<file path="config.mk">
export PLATFORM = sky130hd
export DESIGN_NAME = sptc_top
export DESIGN_NICKNAME = d
export VERILOG_FILES = /design/src/sptc_pkg.sv /design/src/sptc_top.sv
export SDC_FILE = /design/constraint.sdc
export NUM_CORES = 1
export LEC_CHECK = 0
export ABC_AREA = 1
export BUFFER_PORTS_ARGS = -buffer_cell sky130_fd_sc_hd__buf_2
export CAP_MARGIN = 20
export CORE_MARGIN = 2
export CORE_UTILIZATION = 67
export CTS_CLUSTER_SIZE = 30
export DETAILED_ROUTE_END_ITERATION = 10
export PLACE_DENSITY_LB_ADDON = 0.05
export SLEW_MARGIN = 10
export SYNTH_ARGS = -nofsm -noshare
export SYNTH_HDL_FRONTEND = slang
export SYNTH_SLANG_ARGS = --single-unit
</file>
<file path="constraint.sdc">
create_clock -name clk_sys_i -period 4.94 [get_ports clk_sys_i]
set_input_delay 0.988 -clock clk_sys_i [delete_from_list [all_inputs] [get_ports clk_sys_i]]
set_output_delay 0.988 -clock clk_sys_i [all_outputs]
set_load 0.02 [all_outputs]
</file>
<file path="src/sptc_pkg.sv">
// constants shared by the sweep and pulse trigger control block
// assumes a 32-bit avalon-mm register bus with byte addresses
package sptc_pkg;

  // register byte offsets
  localparam logic [4:0] SPTC_CTRL_OFS   = 5'h00;
  localparam logic [4:0] SPTC_CMD_OFS    = 5'h04;
  localparam logic [4:0] SPTC_PCFG_OFS   = 5'h08;
  localparam logic [4:0] SPTC_PERIOD_OFS = 5'h0c;
  localparam logic [4:0] SPTC_OFFSET_OFS = 5'h10;
  localparam logic [4:0] SPTC_WIDTH_OFS  = 5'h14;
  localparam logic [4:0] SPTC_STATUS_OFS = 5'h18;

  // control register fields
  localparam int SPTC_CTRL_SRC_LSB  = 0;
  localparam int SPTC_CTRL_CONT_BIT = 2;

  // command register bits (write one to act)
  localparam int SPTC_CMD_INIT_BIT  = 0;
  localparam int SPTC_CMD_ABORT_BIT = 1;
  localparam int SPTC_CMD_TRIG_BIT  = 2;
  localparam int SPTC_CMD_COMMON_BIT = 3;
  localparam int SPTC_CMD_TSW_BIT   = 4;

  // pulse configuration fields
  localparam int SPTC_PCFG_MODE_LSB = 0;
  localparam int SPTC_PCFG_POL_BIT  = 3;
  localparam int SPTC_PCFG_INP_BIT  = 4;
  localparam int SPTC_PCFG_CNT_LSB  = 8;

  // status register fields
  localparam int SPTC_STAT_ARMED_BIT = 0;
  localparam int SPTC_STAT_BAD_BIT   = 1;
  localparam int SPTC_STAT_PULSE_BIT = 2;
  localparam int SPTC_STAT_BUSY_BIT  = 3;
  localparam int SPTC_STAT_SWP_LSB   = 16;

  // sweep trigger source codes
  localparam logic [1:0] SPTC_SRC_BUS  = 2'h0;
  localparam logic [1:0] SPTC_SRC_IMM  = 2'h1;
  localparam logic [1:0] SPTC_SRC_HOLD = 2'h2;

  // pulse trigger mode codes as software writes them
  localparam logic [2:0] SPTC_MC_FREE   = 3'h0;
  localparam logic [2:0] SPTC_MC_GATE   = 3'h1;
  localparam logic [2:0] SPTC_MC_OFSREP = 3'h2;
  localparam logic [2:0] SPTC_MC_EDGE   = 3'h3;
  localparam logic [2:0] SPTC_MC_EDGOFS = 3'h4;
  localparam logic [2:0] SPTC_MC_EXTMOD = 3'h5;

  // reset values
  localparam logic [7:0]  SPTC_CNT_RST    = 8'h01;
  localparam logic [31:0] SPTC_PERIOD_RST = 32'h0000_0064;
  localparam logic [31:0] SPTC_OFFSET_RST = 32'h0000_0000;
  localparam logic [31:0] SPTC_WIDTH_RST  = 32'h0000_000a;

  // pulse trigger mode, one-hot
  typedef enum logic [5:0] {
    SPTC_M_FREE   = 6'b000001,
    SPTC_M_GATE   = 6'b000010,
    SPTC_M_OFSREP = 6'b000100,
    SPTC_M_EDGE   = 6'b001000,
    SPTC_M_EDGOFS = 6'b010000,
    SPTC_M_EXTMOD = 6'b100000
  } sptc_mode_t;

  // pulse sequencer state, one-hot
  typedef enum logic [2:0] {
    SPTC_SQ_IDLE  = 3'b001,
    SPTC_SQ_WAIT  = 3'b010,
    SPTC_SQ_BURST = 3'b100
  } sptc_seq_t;

endpackage

</file>
<file path="src/sptc_top.sv">
// sweep trigger and pulse trigger chain control with an avalon-mm slave
// assumes trigger pins are asynchronous; group trigger comes from same-clock logic
//
// Register access over Avalon-MM and the placing of the registers are this design's own decisions.
`timescale 1ns/10ps

// Function
// - immediate trigger fires sweep only when armed
// - bus source fires on group or common trigger
// - immediate source: trigger condition always true
// - hold source fires a sweep only on the immediate trigger command
// - sweep source holds exactly one selection
// - immediate source plus continuous gives auto retrigger
// - pulse trigger chain independent of sweep trigger
// - edge polarity picks rising or falling, rising default
// - polarity used only in gate, edge modes
// - free running: pulses at rate, ignore trigger
// - gate window: gated pulses at internal rate
// - offset repeat: periodic pulses shifted by offset
// - edge started: edge starts pulses, no offset
// - edge started offset: edge starts delayed pulses
// - external modulate: one delayed pulse, also modulates
// - pulse mode holds exactly one of six
// - gate and modulate modes need count one
// - no offset in free, gate, edge modes
// - input select front or rear, front default
// - input select only matters in external modes
// - trigger sweep command: abort then initiate
module sptc_top
  import sptc_pkg::*;
#(
  parameter int unsigned CNT_W = 32
)(
  input  wire logic        clk_sys_i,
  input  wire logic        rst_b_i,
  input  wire logic [4:0]  avs_address_i,
  input  wire logic        avs_read_i,
  input  wire logic        avs_write_i,
  input  wire logic [31:0] avs_writedata_i,
  input  wire logic [3:0]  avs_byteenable_i,
  output logic      [31:0] avs_readdata_o,
  output logic             avs_waitrequest_o,
  input  wire logic        group_trigger_i,
  input  wire logic        front_trigger_input_i,
  input  wire logic        rear_trigger_input_i,
  output logic             sweep_start_o,
  output logic             sweep_armed_o,
  output logic             pulse_o,
  output logic             pulse_modulate_o
);

  // decode a written mode code; illegal codes report not valid
  function automatic logic mode_valid(input logic [2:0] code);
    mode_valid = (code <= SPTC_MC_EXTMOD);
  endfunction

  function automatic sptc_mode_t mode_decode(input logic [2:0] code);
    unique case (code)
      SPTC_MC_GATE:   mode_decode = SPTC_M_GATE;
      SPTC_MC_OFSREP: mode_decode = SPTC_M_OFSREP;
      SPTC_MC_EDGE:   mode_decode = SPTC_M_EDGE;
      SPTC_MC_EDGOFS: mode_decode = SPTC_M_EDGOFS;
      SPTC_MC_EXTMOD: mode_decode = SPTC_M_EXTMOD;
      default:        mode_decode = SPTC_M_FREE;
    endcase
  endfunction

  function automatic logic [2:0] mode_encode(input sptc_mode_t m);
    unique case (m)
      SPTC_M_GATE:   mode_encode = SPTC_MC_GATE;
      SPTC_M_OFSREP: mode_encode = SPTC_MC_OFSREP;
      SPTC_M_EDGE:   mode_encode = SPTC_MC_EDGE;
      SPTC_M_EDGOFS: mode_encode = SPTC_MC_EDGOFS;
      SPTC_M_EXTMOD: mode_encode = SPTC_MC_EXTMOD;
      default:       mode_encode = SPTC_MC_FREE;
    endcase
  endfunction

  // bus slave
  logic        ack_reg;
  logic        wr_go;
  logic [31:0] rd_next;
  logic [31:0] rd_reg;

  // one wait cycle, then the answer
  always_ff @(posedge clk_sys_i or negedge rst_b_i)
  begin
    if (!rst_b_i)
      ack_reg <= 1'b0;
    else
      ack_reg <= (avs_read_i | avs_write_i) & ~ack_reg;
  end

  assign avs_waitrequest_o = (avs_read_i | avs_write_i) & ~ack_reg;
  assign wr_go             = avs_write_i & ack_reg;
  assign avs_readdata_o    = rd_reg;

  // configuration
  logic [1:0]       src_reg;
  logic             cont_reg;
  sptc_mode_t       mode_reg;
  logic             pol_reg;
  logic             inp_reg;
  logic [7:0]       count_reg;
  logic [CNT_W-1:0] period_reg;
  logic [CNT_W-1:0] offset_reg;
  logic [CNT_W-1:0] width_reg;
  logic             cmd_init;
  logic             cmd_abort;
  logic             cmd_trig;
  logic             cmd_common;
  logic             cmd_tsw;

  always_ff @(posedge clk_sys_i or negedge rst_b_i)
  begin
    if (!rst_b_i)
    begin
      src_reg  <= SPTC_SRC_BUS;
      cont_reg <= 1'b0;
    end
    else if (wr_go && avs_address_i == SPTC_CTRL_OFS && avs_byteenable_i[0])
    begin
      // a new source replaces the old; unknown code is dropped
      if (avs_writedata_i[SPTC_CTRL_SRC_LSB +: 2] != 2'h3)
        src_reg <= avs_writedata_i[SPTC_CTRL_SRC_LSB +: 2];
      cont_reg <= avs_writedata_i[SPTC_CTRL_CONT_BIT];
    end
  end

  always_ff @(posedge clk_sys_i or negedge rst_b_i)
  begin
    if (!rst_b_i)
    begin
      mode_reg  <= SPTC_M_FREE;
      pol_reg   <= 1'b0;
      inp_reg   <= 1'b0;
      count_reg <= SPTC_CNT_RST;
    end
    else if (wr_go && avs_address_i == SPTC_PCFG_OFS)
    begin
      if (avs_byteenable_i[0])
      begin
        if (mode_valid(avs_writedata_i[SPTC_PCFG_MODE_LSB +: 3]))
          mode_reg <= mode_decode(avs_writedata_i[SPTC_PCFG_MODE_LSB +: 3]);
        pol_reg <= avs_writedata_i[SPTC_PCFG_POL_BIT];
        inp_reg <= avs_writedata_i[SPTC_PCFG_INP_BIT];
      end
      if (avs_byteenable_i[1])
        count_reg <= avs_writedata_i[SPTC_PCFG_CNT_LSB +: 8];
    end
  end

  // timing words take whole-word writes only, so a half-written value never runs
  always_ff @(posedge clk_sys_i or negedge rst_b_i)
  begin
    if (!rst_b_i)
    begin
      period_reg <= CNT_W'(SPTC_PERIOD_RST);
      offset_reg <= CNT_W'(SPTC_OFFSET_RST);
      width_reg  <= CNT_W'(SPTC_WIDTH_RST);
    end
    else if (wr_go && avs_byteenable_i == 4'hf)
    begin
      if (avs_address_i == SPTC_PERIOD_OFS)
        period_reg <= CNT_W'(avs_writedata_i);
      if (avs_address_i == SPTC_OFFSET_OFS)
        offset_reg <= CNT_W'(avs_writedata_i);
      if (avs_address_i == SPTC_WIDTH_OFS)
        width_reg <= CNT_W'(avs_writedata_i);
    end
  end

  assign cmd_init   = wr_go && avs_address_i == SPTC_CMD_OFS && avs_writedata_i[SPTC_CMD_INIT_BIT];
  assign cmd_abort  = wr_go && avs_address_i == SPTC_CMD_OFS && avs_writedata_i[SPTC_CMD_ABORT_BIT];
  assign cmd_trig   = wr_go && avs_address_i == SPTC_CMD_OFS && avs_writedata_i[SPTC_CMD_TRIG_BIT];
  assign cmd_common = wr_go && avs_address_i == SPTC_CMD_OFS && avs_writedata_i[SPTC_CMD_COMMON_BIT];
  assign cmd_tsw    = wr_go && avs_address_i == SPTC_CMD_OFS && avs_writedata_i[SPTC_CMD_TSW_BIT];

  // sweep trigger
  logic        armed_reg;
  logic        src_event;
  logic        fire;
  logic [15:0] sweep_cnt_reg;

  always_comb
  begin
    unique case (src_reg)
      SPTC_SRC_BUS:  src_event = group_trigger_i | cmd_common;
      SPTC_SRC_IMM:  src_event = 1'b1;
      default:       src_event = 1'b0;
    endcase
  end

  // an event while unarmed is simply not kept
  assign fire = armed_reg & ~cmd_abort & ~cmd_tsw & (src_event | cmd_trig);

  always_ff @(posedge clk_sys_i or negedge rst_b_i)
  begin
    if (!rst_b_i)
      armed_reg <= 1'b0;
    else if (cmd_abort | cmd_tsw)
      armed_reg <= cmd_tsw | cmd_init | cont_reg;
    else if (fire)
      armed_reg <= 1'b0;  // a start uses up the arming, keeps start a strobe
    else if (cmd_init)
      armed_reg <= 1'b1;
    else if (cont_reg)
      armed_reg <= 1'b1;  // continuous re-arms a cycle after each start
  end

  always_ff @(posedge clk_sys_i or negedge rst_b_i)
  begin
    if (!rst_b_i)
    begin
      sweep_start_o <= 1'b0;
      sweep_cnt_reg <= 16'h0000;
    end
    else
    begin
      sweep_start_o <= fire;
      if (fire)
        sweep_cnt_reg <= sweep_cnt_reg + 16'h0001;
    end
  end

  assign sweep_armed_o = armed_reg;

  // pulse trigger chain
  // separate from the sweep path; nothing here reads the sweep state
  logic [1:0] pin_in;
  logic [1:0] sync1_reg;
  logic [1:0] sync2_reg;
  logic [1:0] prev_reg;

  assign pin_in = {rear_trigger_input_i, front_trigger_input_i};

  genvar gi;
  generate
    for (gi = 0; gi < 2; gi++)
    begin : g_sync
      always_ff @(posedge clk_sys_i or negedge rst_b_i)
      begin
        if (!rst_b_i)
        begin
          sync1_reg[gi] <= 1'b0;
          sync2_reg[gi] <= 1'b0;
          prev_reg[gi]  <= 1'b0;
        end
        else
        begin
          sync1_reg[gi] <= pin_in[gi];
          sync2_reg[gi] <= sync1_reg[gi];
          prev_reg[gi]  <= sync2_reg[gi];
        end
      end
    end
  endgenerate

  logic ext_mode;
  logic pol_mode;
  logic ofs_mode;
  logic bad_cfg;
  logic ext_lvl;
  logic ext_prv;
  logic act_lvl;
  logic act_edge;

  assign ext_mode = mode_reg inside {SPTC_M_GATE, SPTC_M_EDGE, SPTC_M_EDGOFS, SPTC_M_EXTMOD};
  assign pol_mode = mode_reg inside {SPTC_M_GATE, SPTC_M_EDGE, SPTC_M_EDGOFS};
  assign ofs_mode = mode_reg inside {SPTC_M_OFSREP, SPTC_M_EDGOFS, SPTC_M_EXTMOD};
  assign bad_cfg  = (mode_reg inside {SPTC_M_GATE, SPTC_M_EXTMOD}) && count_reg != 8'h01;

  // input chosen after sync so a select change never glitches a stage
  assign ext_lvl  = ext_mode & (inp_reg ? sync2_reg[1] : sync2_reg[0]);
  assign ext_prv  = ext_mode & (inp_reg ? prev_reg[1] : prev_reg[0]);
  // falling edge only where polarity counts; modulate takes rising
  assign act_lvl  = (pol_mode & pol_reg) ? ~ext_lvl & ext_mode : ext_lvl;
  assign act_edge = (pol_mode & pol_reg) ? (ext_prv & ~ext_lvl) : (~ext_prv & ext_lvl);

  // internal repetition clock
  logic [CNT_W-1:0] prf_cnt_reg;
  logic             prf_tick;

  assign prf_tick = (prf_cnt_reg == '0);

  always_ff @(posedge clk_sys_i or negedge rst_b_i)
  begin
    if (!rst_b_i)
      prf_cnt_reg <= '0;
    else if (prf_cnt_reg >= period_reg - CNT_W'(1))
      prf_cnt_reg <= '0;
    else
      prf_cnt_reg <= prf_cnt_reg + CNT_W'(1);
  end

  logic start_req;

  always_comb
  begin
    unique case (mode_reg)
      SPTC_M_FREE:   start_req = prf_tick;
      SPTC_M_GATE:   start_req = prf_tick & act_lvl;
      SPTC_M_OFSREP: start_req = prf_tick;
      SPTC_M_EDGE:   start_req = act_edge;
      SPTC_M_EDGOFS: start_req = act_edge;
      SPTC_M_EXTMOD: start_req = act_edge;
      default:       start_req = 1'b0;
    endcase
  end

  // sequencer: optional offset wait, then one pulse, or a burst of count pulses at the rate in the edge modes
  sptc_seq_t        seq_reg;
  logic [CNT_W-1:0] dly_reg;
  logic [7:0]       left_reg;
  logic [CNT_W-1:0] wid_reg;
  logic             emit;
  logic             burst_mode;

  assign burst_mode = mode_reg inside {SPTC_M_EDGE, SPTC_M_EDGOFS};

  always_comb
  begin
    emit = 1'b0;
    unique case (seq_reg)
      SPTC_SQ_IDLE:  emit = start_req & ~bad_cfg & ~(ofs_mode && offset_reg != '0);
      SPTC_SQ_WAIT:  emit = (dly_reg == CNT_W'(1));
      SPTC_SQ_BURST: emit = (dly_reg == CNT_W'(1));
      default:       emit = 1'b0;
    endcase
  end

  always_ff @(posedge clk_sys_i or negedge rst_b_i)
  begin
    if (!rst_b_i)
    begin
      seq_reg  <= SPTC_SQ_IDLE;
      dly_reg  <= '0;
      left_reg <= 8'h00;
    end
    else if (bad_cfg)
      seq_reg <= SPTC_SQ_IDLE;  // invalid setup stays silent
    else
    begin
      unique case (seq_reg)
        SPTC_SQ_IDLE:
          if (start_req)
          begin
            left_reg <= burst_mode ? count_reg : 8'h01;
            if (ofs_mode && offset_reg != '0)
            begin
              seq_reg <= SPTC_SQ_WAIT;
              dly_reg <= offset_reg;
            end
            else
            begin
              left_reg <= burst_mode && count_reg > 8'h01 ? count_reg - 8'h01 : 8'h00;
              seq_reg  <= burst_mode && count_reg > 8'h01 ? SPTC_SQ_BURST : SPTC_SQ_IDLE;
              dly_reg  <= period_reg;
            end
          end
        SPTC_SQ_WAIT, SPTC_SQ_BURST:
          if (emit)
          begin
            left_reg <= left_reg - 8'h01;
            dly_reg  <= period_reg;
            seq_reg  <= left_reg > 8'h01 ? SPTC_SQ_BURST : SPTC_SQ_IDLE;
          end
          else
            dly_reg <= dly_reg - CNT_W'(1);
        default:
          seq_reg <= SPTC_SQ_IDLE;
      endcase
    end
  end

  // pulse width timer; modulate follows the pulse only in its mode
  always_ff @(posedge clk_sys_i or negedge rst_b_i)
  begin
    if (!rst_b_i)
    begin
      wid_reg          <= '0;
      pulse_o          <= 1'b0;
      pulse_modulate_o <= 1'b0;
    end
    else
    begin
      if (emit)
        wid_reg <= width_reg;
      else if (wid_reg != '0)
        wid_reg <= wid_reg - CNT_W'(1);
      pulse_o          <= emit | (wid_reg > CNT_W'(1));
      pulse_modulate_o <= (mode_reg == SPTC_M_EXTMOD) & (emit | (wid_reg > CNT_W'(1)));
    end
  end

  // read path
  always_comb
  begin
    rd_next = 32'h0000_0000;
    unique case (avs_address_i)
      SPTC_CTRL_OFS:
      begin
        rd_next[SPTC_CTRL_SRC_LSB +: 2] = src_reg;
        rd_next[SPTC_CTRL_CONT_BIT]     = cont_reg;
      end
      SPTC_PCFG_OFS:
      begin
        rd_next[SPTC_PCFG_MODE_LSB +: 3] = mode_encode(mode_reg);
        rd_next[SPTC_PCFG_POL_BIT]       = pol_reg;
        rd_next[SPTC_PCFG_INP_BIT]       = inp_reg;
        rd_next[SPTC_PCFG_CNT_LSB +: 8]  = count_reg;
      end
      SPTC_PERIOD_OFS: rd_next = 32'(period_reg);
      SPTC_OFFSET_OFS: rd_next = 32'(offset_reg);
      SPTC_WIDTH_OFS:  rd_next = 32'(width_reg);
      SPTC_STATUS_OFS:
      begin
        rd_next[SPTC_STAT_ARMED_BIT]     = armed_reg;
        rd_next[SPTC_STAT_BAD_BIT]       = bad_cfg;
        rd_next[SPTC_STAT_PULSE_BIT]     = pulse_o;
        rd_next[SPTC_STAT_BUSY_BIT]      = (seq_reg != SPTC_SQ_IDLE);
        rd_next[SPTC_STAT_SWP_LSB +: 16] = sweep_cnt_reg;
      end
      default: rd_next = 32'h0000_0000;
    endcase
  end

  always_ff @(posedge clk_sys_i or negedge rst_b_i)
  begin
    if (!rst_b_i)
      rd_reg <= 32'h0000_0000;
    else if (avs_read_i & ~ack_reg)
      rd_reg <= rd_next;
  end

endmodule

</file>
== After elaboration in Yosys (flattened, before gate mapping) ==
Cells that the tools add are included.

* Flip-flop bits (word level): 281
* Latch bits: 0
* RAM bits: 0
* Bits in read-only memories: 0
* Bits of input ports: 48
* Output and inout bits: 37
* Word-level logic and storage cells: 177
* Memories kept: 0

* Add/sub/neg operators: 7
* $mul: 0
* Div/mod/pow operators: 0
* Order comparisons: 5
* Equal/unequal tests: 30
* Shift-type cells: 0
* Mux-type cells: 39
* Bitwise logic cells: 30
* Reduce and logical (&&, ||, !) cells: 39

{| class="wikitable"
|+ Operators with widths
! operator !! count
|-
| $mux 32 || 6
|-
| $sub 32x1->32 const B || 3
|-
| $pmux 16 s4 || 1
|-
| $pmux 32 s2 || 1
|-
| $reduce_bool 32->1 || 2
|-
| $mux 8 || 5
|-
| $add 32x1->32 const B || 1
|-
| $eq 32x1->1 const B || 1
|-
| $ge 32x32->1 || 1
|-
| $gt 32x1->1 const B || 1
|-
| $logic_not 32->1 || 1
|-
| $pmux 8 s4 || 1
|-
| $pmux 6 s5 || 1
|-
| $mux 3 || 6
|-
| $pmux 3 s6 || 1
|-
| $add 16x1->16 const B || 1
|-
| $and 1x1->1 || 16
|-
| $gt 8x1->1 const B || 2
|-
| $pmux 8 s2 || 1
|-
| $sub 8x1->8 const B || 2
|-
| $eq 5x5->1 const B || 3
|-
| $pmux 3 s5 || 1
|-
| $reduce_and 2->1 || 7
|-
| $logic_and 1x1->1 || 13
|-
| 37 further kinds || 72
|}

== Longest topological paths before layout ==
* Word-level depth: 14
* Depth in mapped cells: 21
* Depth with buffers taken out: 20

== Least setup slack after synthesis ==
Ideal clock, no wire load.

* Kind: flip-flop to flip-flop
* Start: register period_reg[0]
* End: register prf_cnt_reg[15]
* Setup time: 0.135 ns
* Data arrival time: 3.084 ns
* Required time: 4.805 ns
* Setup slack: 1.722 ns
* Cell stages (with the launch flop): 17
* Buffers on the path: 1
* Clock period less this slack: 3.218 ns
* Cell sequence: dfrtp_1 -> inv_1 -> ha_1 -> nand2_1 -> nor2_1 -> nand3_1 -> nand3b_1 -> nor2_1 -> nand4_1 -> xor2_1 -> ha_1 -> nand4_1 -> nor4_1 -> nand4_1 -> nand3_1 -> clkbuf_1 -> nor3b_1

* Cells in the longest elaborated chain, start to end: 3

{| class="wikitable"
|+ RTL lines
! item !! line !! text
|-
| from (decl) || sptc_top.sv:105 || <nowiki>logic [CNT_W-1:0] period_reg;</nowiki>
|-
| from (signal assigned) || sptc_top.sv:158 || <nowiki>period_reg <= CNT_W'(SPTC_PERIOD_RST);</nowiki>
|-
| from (signal assigned) || sptc_top.sv:165 || <nowiki>period_reg <= CNT_W'(avs_writedata_i);</nowiki>
|-
| $sub 32x1->32 || sptc_top.sv:290 || <nowiki>else if (prf_cnt_reg >= period_reg - CNT_W'(1))</nowiki>
|-
| $ge 32x32->1 || sptc_top.sv:290 ||
|-
| $mux 32 || sptc_top.sv:290 ||
|-
| to (signal assigned) || sptc_top.sv:293 || <nowiki>prf_cnt_reg <= prf_cnt_reg + CNT_W'(1);</nowiki>
|-
| to (decl) || sptc_top.sv:281 || <nowiki>logic [CNT_W-1:0] prf_cnt_reg;</nowiki>
|}

Every way passes these cells.
A chain may end at the register's enable or synchronous reset.

== Worst setup path after layout ==
* Start: register period_reg[1]
* End: register prf_cnt_reg[9]

Same word-level chain as after synthesis.

==> results by group <==
Run status
  – Status: finished, final reports clean

Synth
  – Synthesized flop and latch total: 281
  – Synth Area in Adders: 0.0330
  – Post-synthesis simple-gate area fraction: 0.285
  – Synth Warn #: 0
  – Mux contribution to synthesized area: 0.000600
  – Yosys cell types: 51
  – Largest family of logic cells by synthesized area: simple AND/OR/NAND/NOR gates
  – Avg Cell Area, Syn: 7.37 um^2
  – Cell count after synthesis: 2263
  – Top-area cell type share of the netlist area: 0.410
  – Xor/xnor share of the synthesized area: 0.0641
  – Syn_nets: 2355
  – Area contributors post-synth: dfrtp_1 (41%), nand2_1 (12%), nor2_1 (7.5%)
  – Async set or reset register ratio after synthesis: 1.00
  – Post-synth top area cell: dfrtp_1
  – Compound-gate portion of the synthesized area: 0.123
  – Syn Std Cell Area: 16700 um^2
  – Post-synth EDFFs: 0
  – Register area share after synthesis: 0.422
  – Synth Flop Type: dfrtp_1

Die
  – Num rows: 57
  – Die Ht: 162 um
  – Die ar.: 26200 um^2
  – Top Ports: 85
  – Die span in x: 162 um
  – CORE AREA: 24400 um^2
  – Initial Util: 0.684

Cells and area
  – Final Util: 0.760
  – Area growth from synthesis to layout: 11.2%
  – Layout net count: 2417
  – Share of cells above drive strength 1: 0.0890

Hold path
  – HP Class: flop to flop
  – WHS Path Cells: 0

STA
  – Worst hold slack: 0.349 ns
  – Final hold violations: 0
  – Worst slew margin: 0.314
  – Tmin final: 3.82 ns
  – RSZ-0062 raised after global routing: false
  – Setup total negative slack: 0 ns
  – Final period util: 0.774
  – Final Slew Violations: 0
  – # setup viols final: 0
  – Worst-margin pin slew: 1.03 ns
  – Fmax: 0.262 GHz
  – Worst Skew: 0.0145 ns

CTS
  – Clock root buffer: clkbuf_16
  – Hold Buf Count CTS: 0
  – CTS tree: built
  – CTS HTree Levels: 1
  – CTS Sinks: 281
  – Num CTS Buffers: 30
  – Clk_lat worst skew: 0.57 ns
  – Clk slew on worst S/H paths: 0.06 ns
  – CTS resizes: 0
  – Clock buffer depth: 3
  – Setup Buffers After CTS: 0

Route
  – Vias: 16300
  – Vias per cell: 6.09
  – Post-route ant nets: 0
  – WL/cell: 19.7 um
  – First-pass detailed-route iteration total: 9
  – Post-Route WL: 52.8 mm
  – DR iter-0 viols: 2029
  – Drt drc: 0

Critical path
  – Setup CP Type: flop to flop
  – CP Capture Type: flop
  – Required time worst endpoint: 5.37 ns
  – R2R cell count: 19
  – WP data arrival: 4.25 ns
  – Worst-path fanout max: 32
  – Crit start category: flop

Placed design
  – GP Congestion: 0.997
  – Post-DP HPWL: 38.2 mm
  – Port Buffers: 84

Global routing
  – Pin count of the biggest net entering global routing: 126
  – Gr usage total: 0.403
  – First-pass GRT wire length: 83.4 mm
  – Antenna violations before repair: 1
  – Number of global-route vias before repair: 15300
  – GRT Residual Overflow: 0

Run
  – Maxcap violations: 0

Power and ir drop
  – PD cells: 382 nW/um^2
  – Worst VDD drop: 0.394 mV
  – Tot Pwr: 7.08 mW
  – Leakage: 9.33 nW
-- area by class of cell --
class	count	area, um^2
Multi-Input combinational cell	1670	8440
Sequential cell	281	7040
Fill cell	1905	5850
Inverter	237	890
Clock buffer	36	825
Timing Repair Buffer	105	671
Tap cell	324	405
Clock inverter	20	263
Antenna cell	1	2.50
-- per-stage QoR --
step | setup WS [ns] | cells | instance area [um^2]
floorplan | 1.72 | 2263 | 16700
global placement | 1.27 | 2613 | 17400
detailed placement | 1.08 | 2613 | 17400
CTS | 1.17 | 2669 | 18500
global route | 0.762 | 2673 | 18500
finish | 1.12 | 2674 | 18500
-- synthesized netlist by cell type (15+ instances only) --
library cell	n
nand3_1	130
clkbuf_1	55
xor2_1	90
nand2_1	536
nor3_1	53
a221oi_1	15
ha_1	44
inv_1	225
o21ai_0	190
xnor2_1	32
dfrtp_1	273
nand4_1	31
a21oi_1	97
nor2_1	335
o2111ai_1	16
-- where the power goes --
| part | internal [mW] | switching (mW) | leakage, nW | total, mW |
|---|---|---|---|---|
| logic | 0.635 | 1.03 | 5.08 | 1.67 |
| registers | 2.59 | 0.344 | 3.72 | 2.93 |
| clock network | 1.50 | 0.976 | 0.527 | 2.48 |
-- critical path: stages (launching register included) --
cell and delay, ns:
dfrtp_1 0.39, inv_1 0.15, nand2_1 0.08, nor2_2 0.13, nand3_1 0.19, nor2_1 0.20, nand2_1 0.13, nor2_2 0.18
nand2_1 0.14, nor2_1 0.20, nand2_1 0.13, nor3_2 0.15, xor2_1 0.09, ha_1 0.34, nand4_1 0.12, nor4_1 0.36
nand4_1 0.13, nand3_1 0.11, buf_4 0.33, nor3b_1 0.10
-- kinds of logic after synthesis --
logic type      Yosys count
xor+xnor                122
flops                   281
mux                       1
simple gates           1134
fa+ha+maj                44
compound gates          369
buf+inv                 312
-- cell usage in the layout (no fill, tap or decap), types with 9 or more instances in the layout --
cell,netlist,layout
buf_4,1,15
ha_1,44,44
dfrtp_1,273,273
nor4_1,13,13
xnor2_1,32,32
nor3_1,53,52
o22ai_1,14,14
inv_1,225,225
clkbuf_16,0,31
a21oi_1,97,97
o21ai_1,10,10
o21ai_0,190,190
xor2_1,90,90
inv_2,10,10
buf_2,14,83
clkinv_2,0,9
nand2_1,536,533
nand3_1,130,130
nand4_1,31,31
a221oi_1,15,15
o2111ai_1,16,16
nor2_1,335,335
-- final timing paths --
| kind | from | end | slack, ns |
|---|---|---|---|
| max | period_reg[1] | prf_cnt_reg[9] | 1.12 |
| min in group asynchronous | rst_b_i | prf_cnt_reg[8] | 0.55 |
| max reg2reg | period_reg[1] | prf_cnt_reg[9] | 1.12 |
| max in group asynchronous | rst_b_i | count_reg[0] | 3.38 |
| min reg2reg | sync1_reg[1] | sync2_reg[1] | 0.35 |
| min | sync1_reg[1] | sync2_reg[1] | 0.35 |
-- layer usage --
metal / vias up / part of all wire / GRT usage
met5: - / 0 / 0
met4: 0 / 0.041 / 0.138
met3: 167 / 0.12 / 0.0899
met2: 997 / 0.44 / 0.625
met1: 7641 / 0.40 / 0.565
li1: 7492 / - / -
Power figures use the tool's default switching activity.
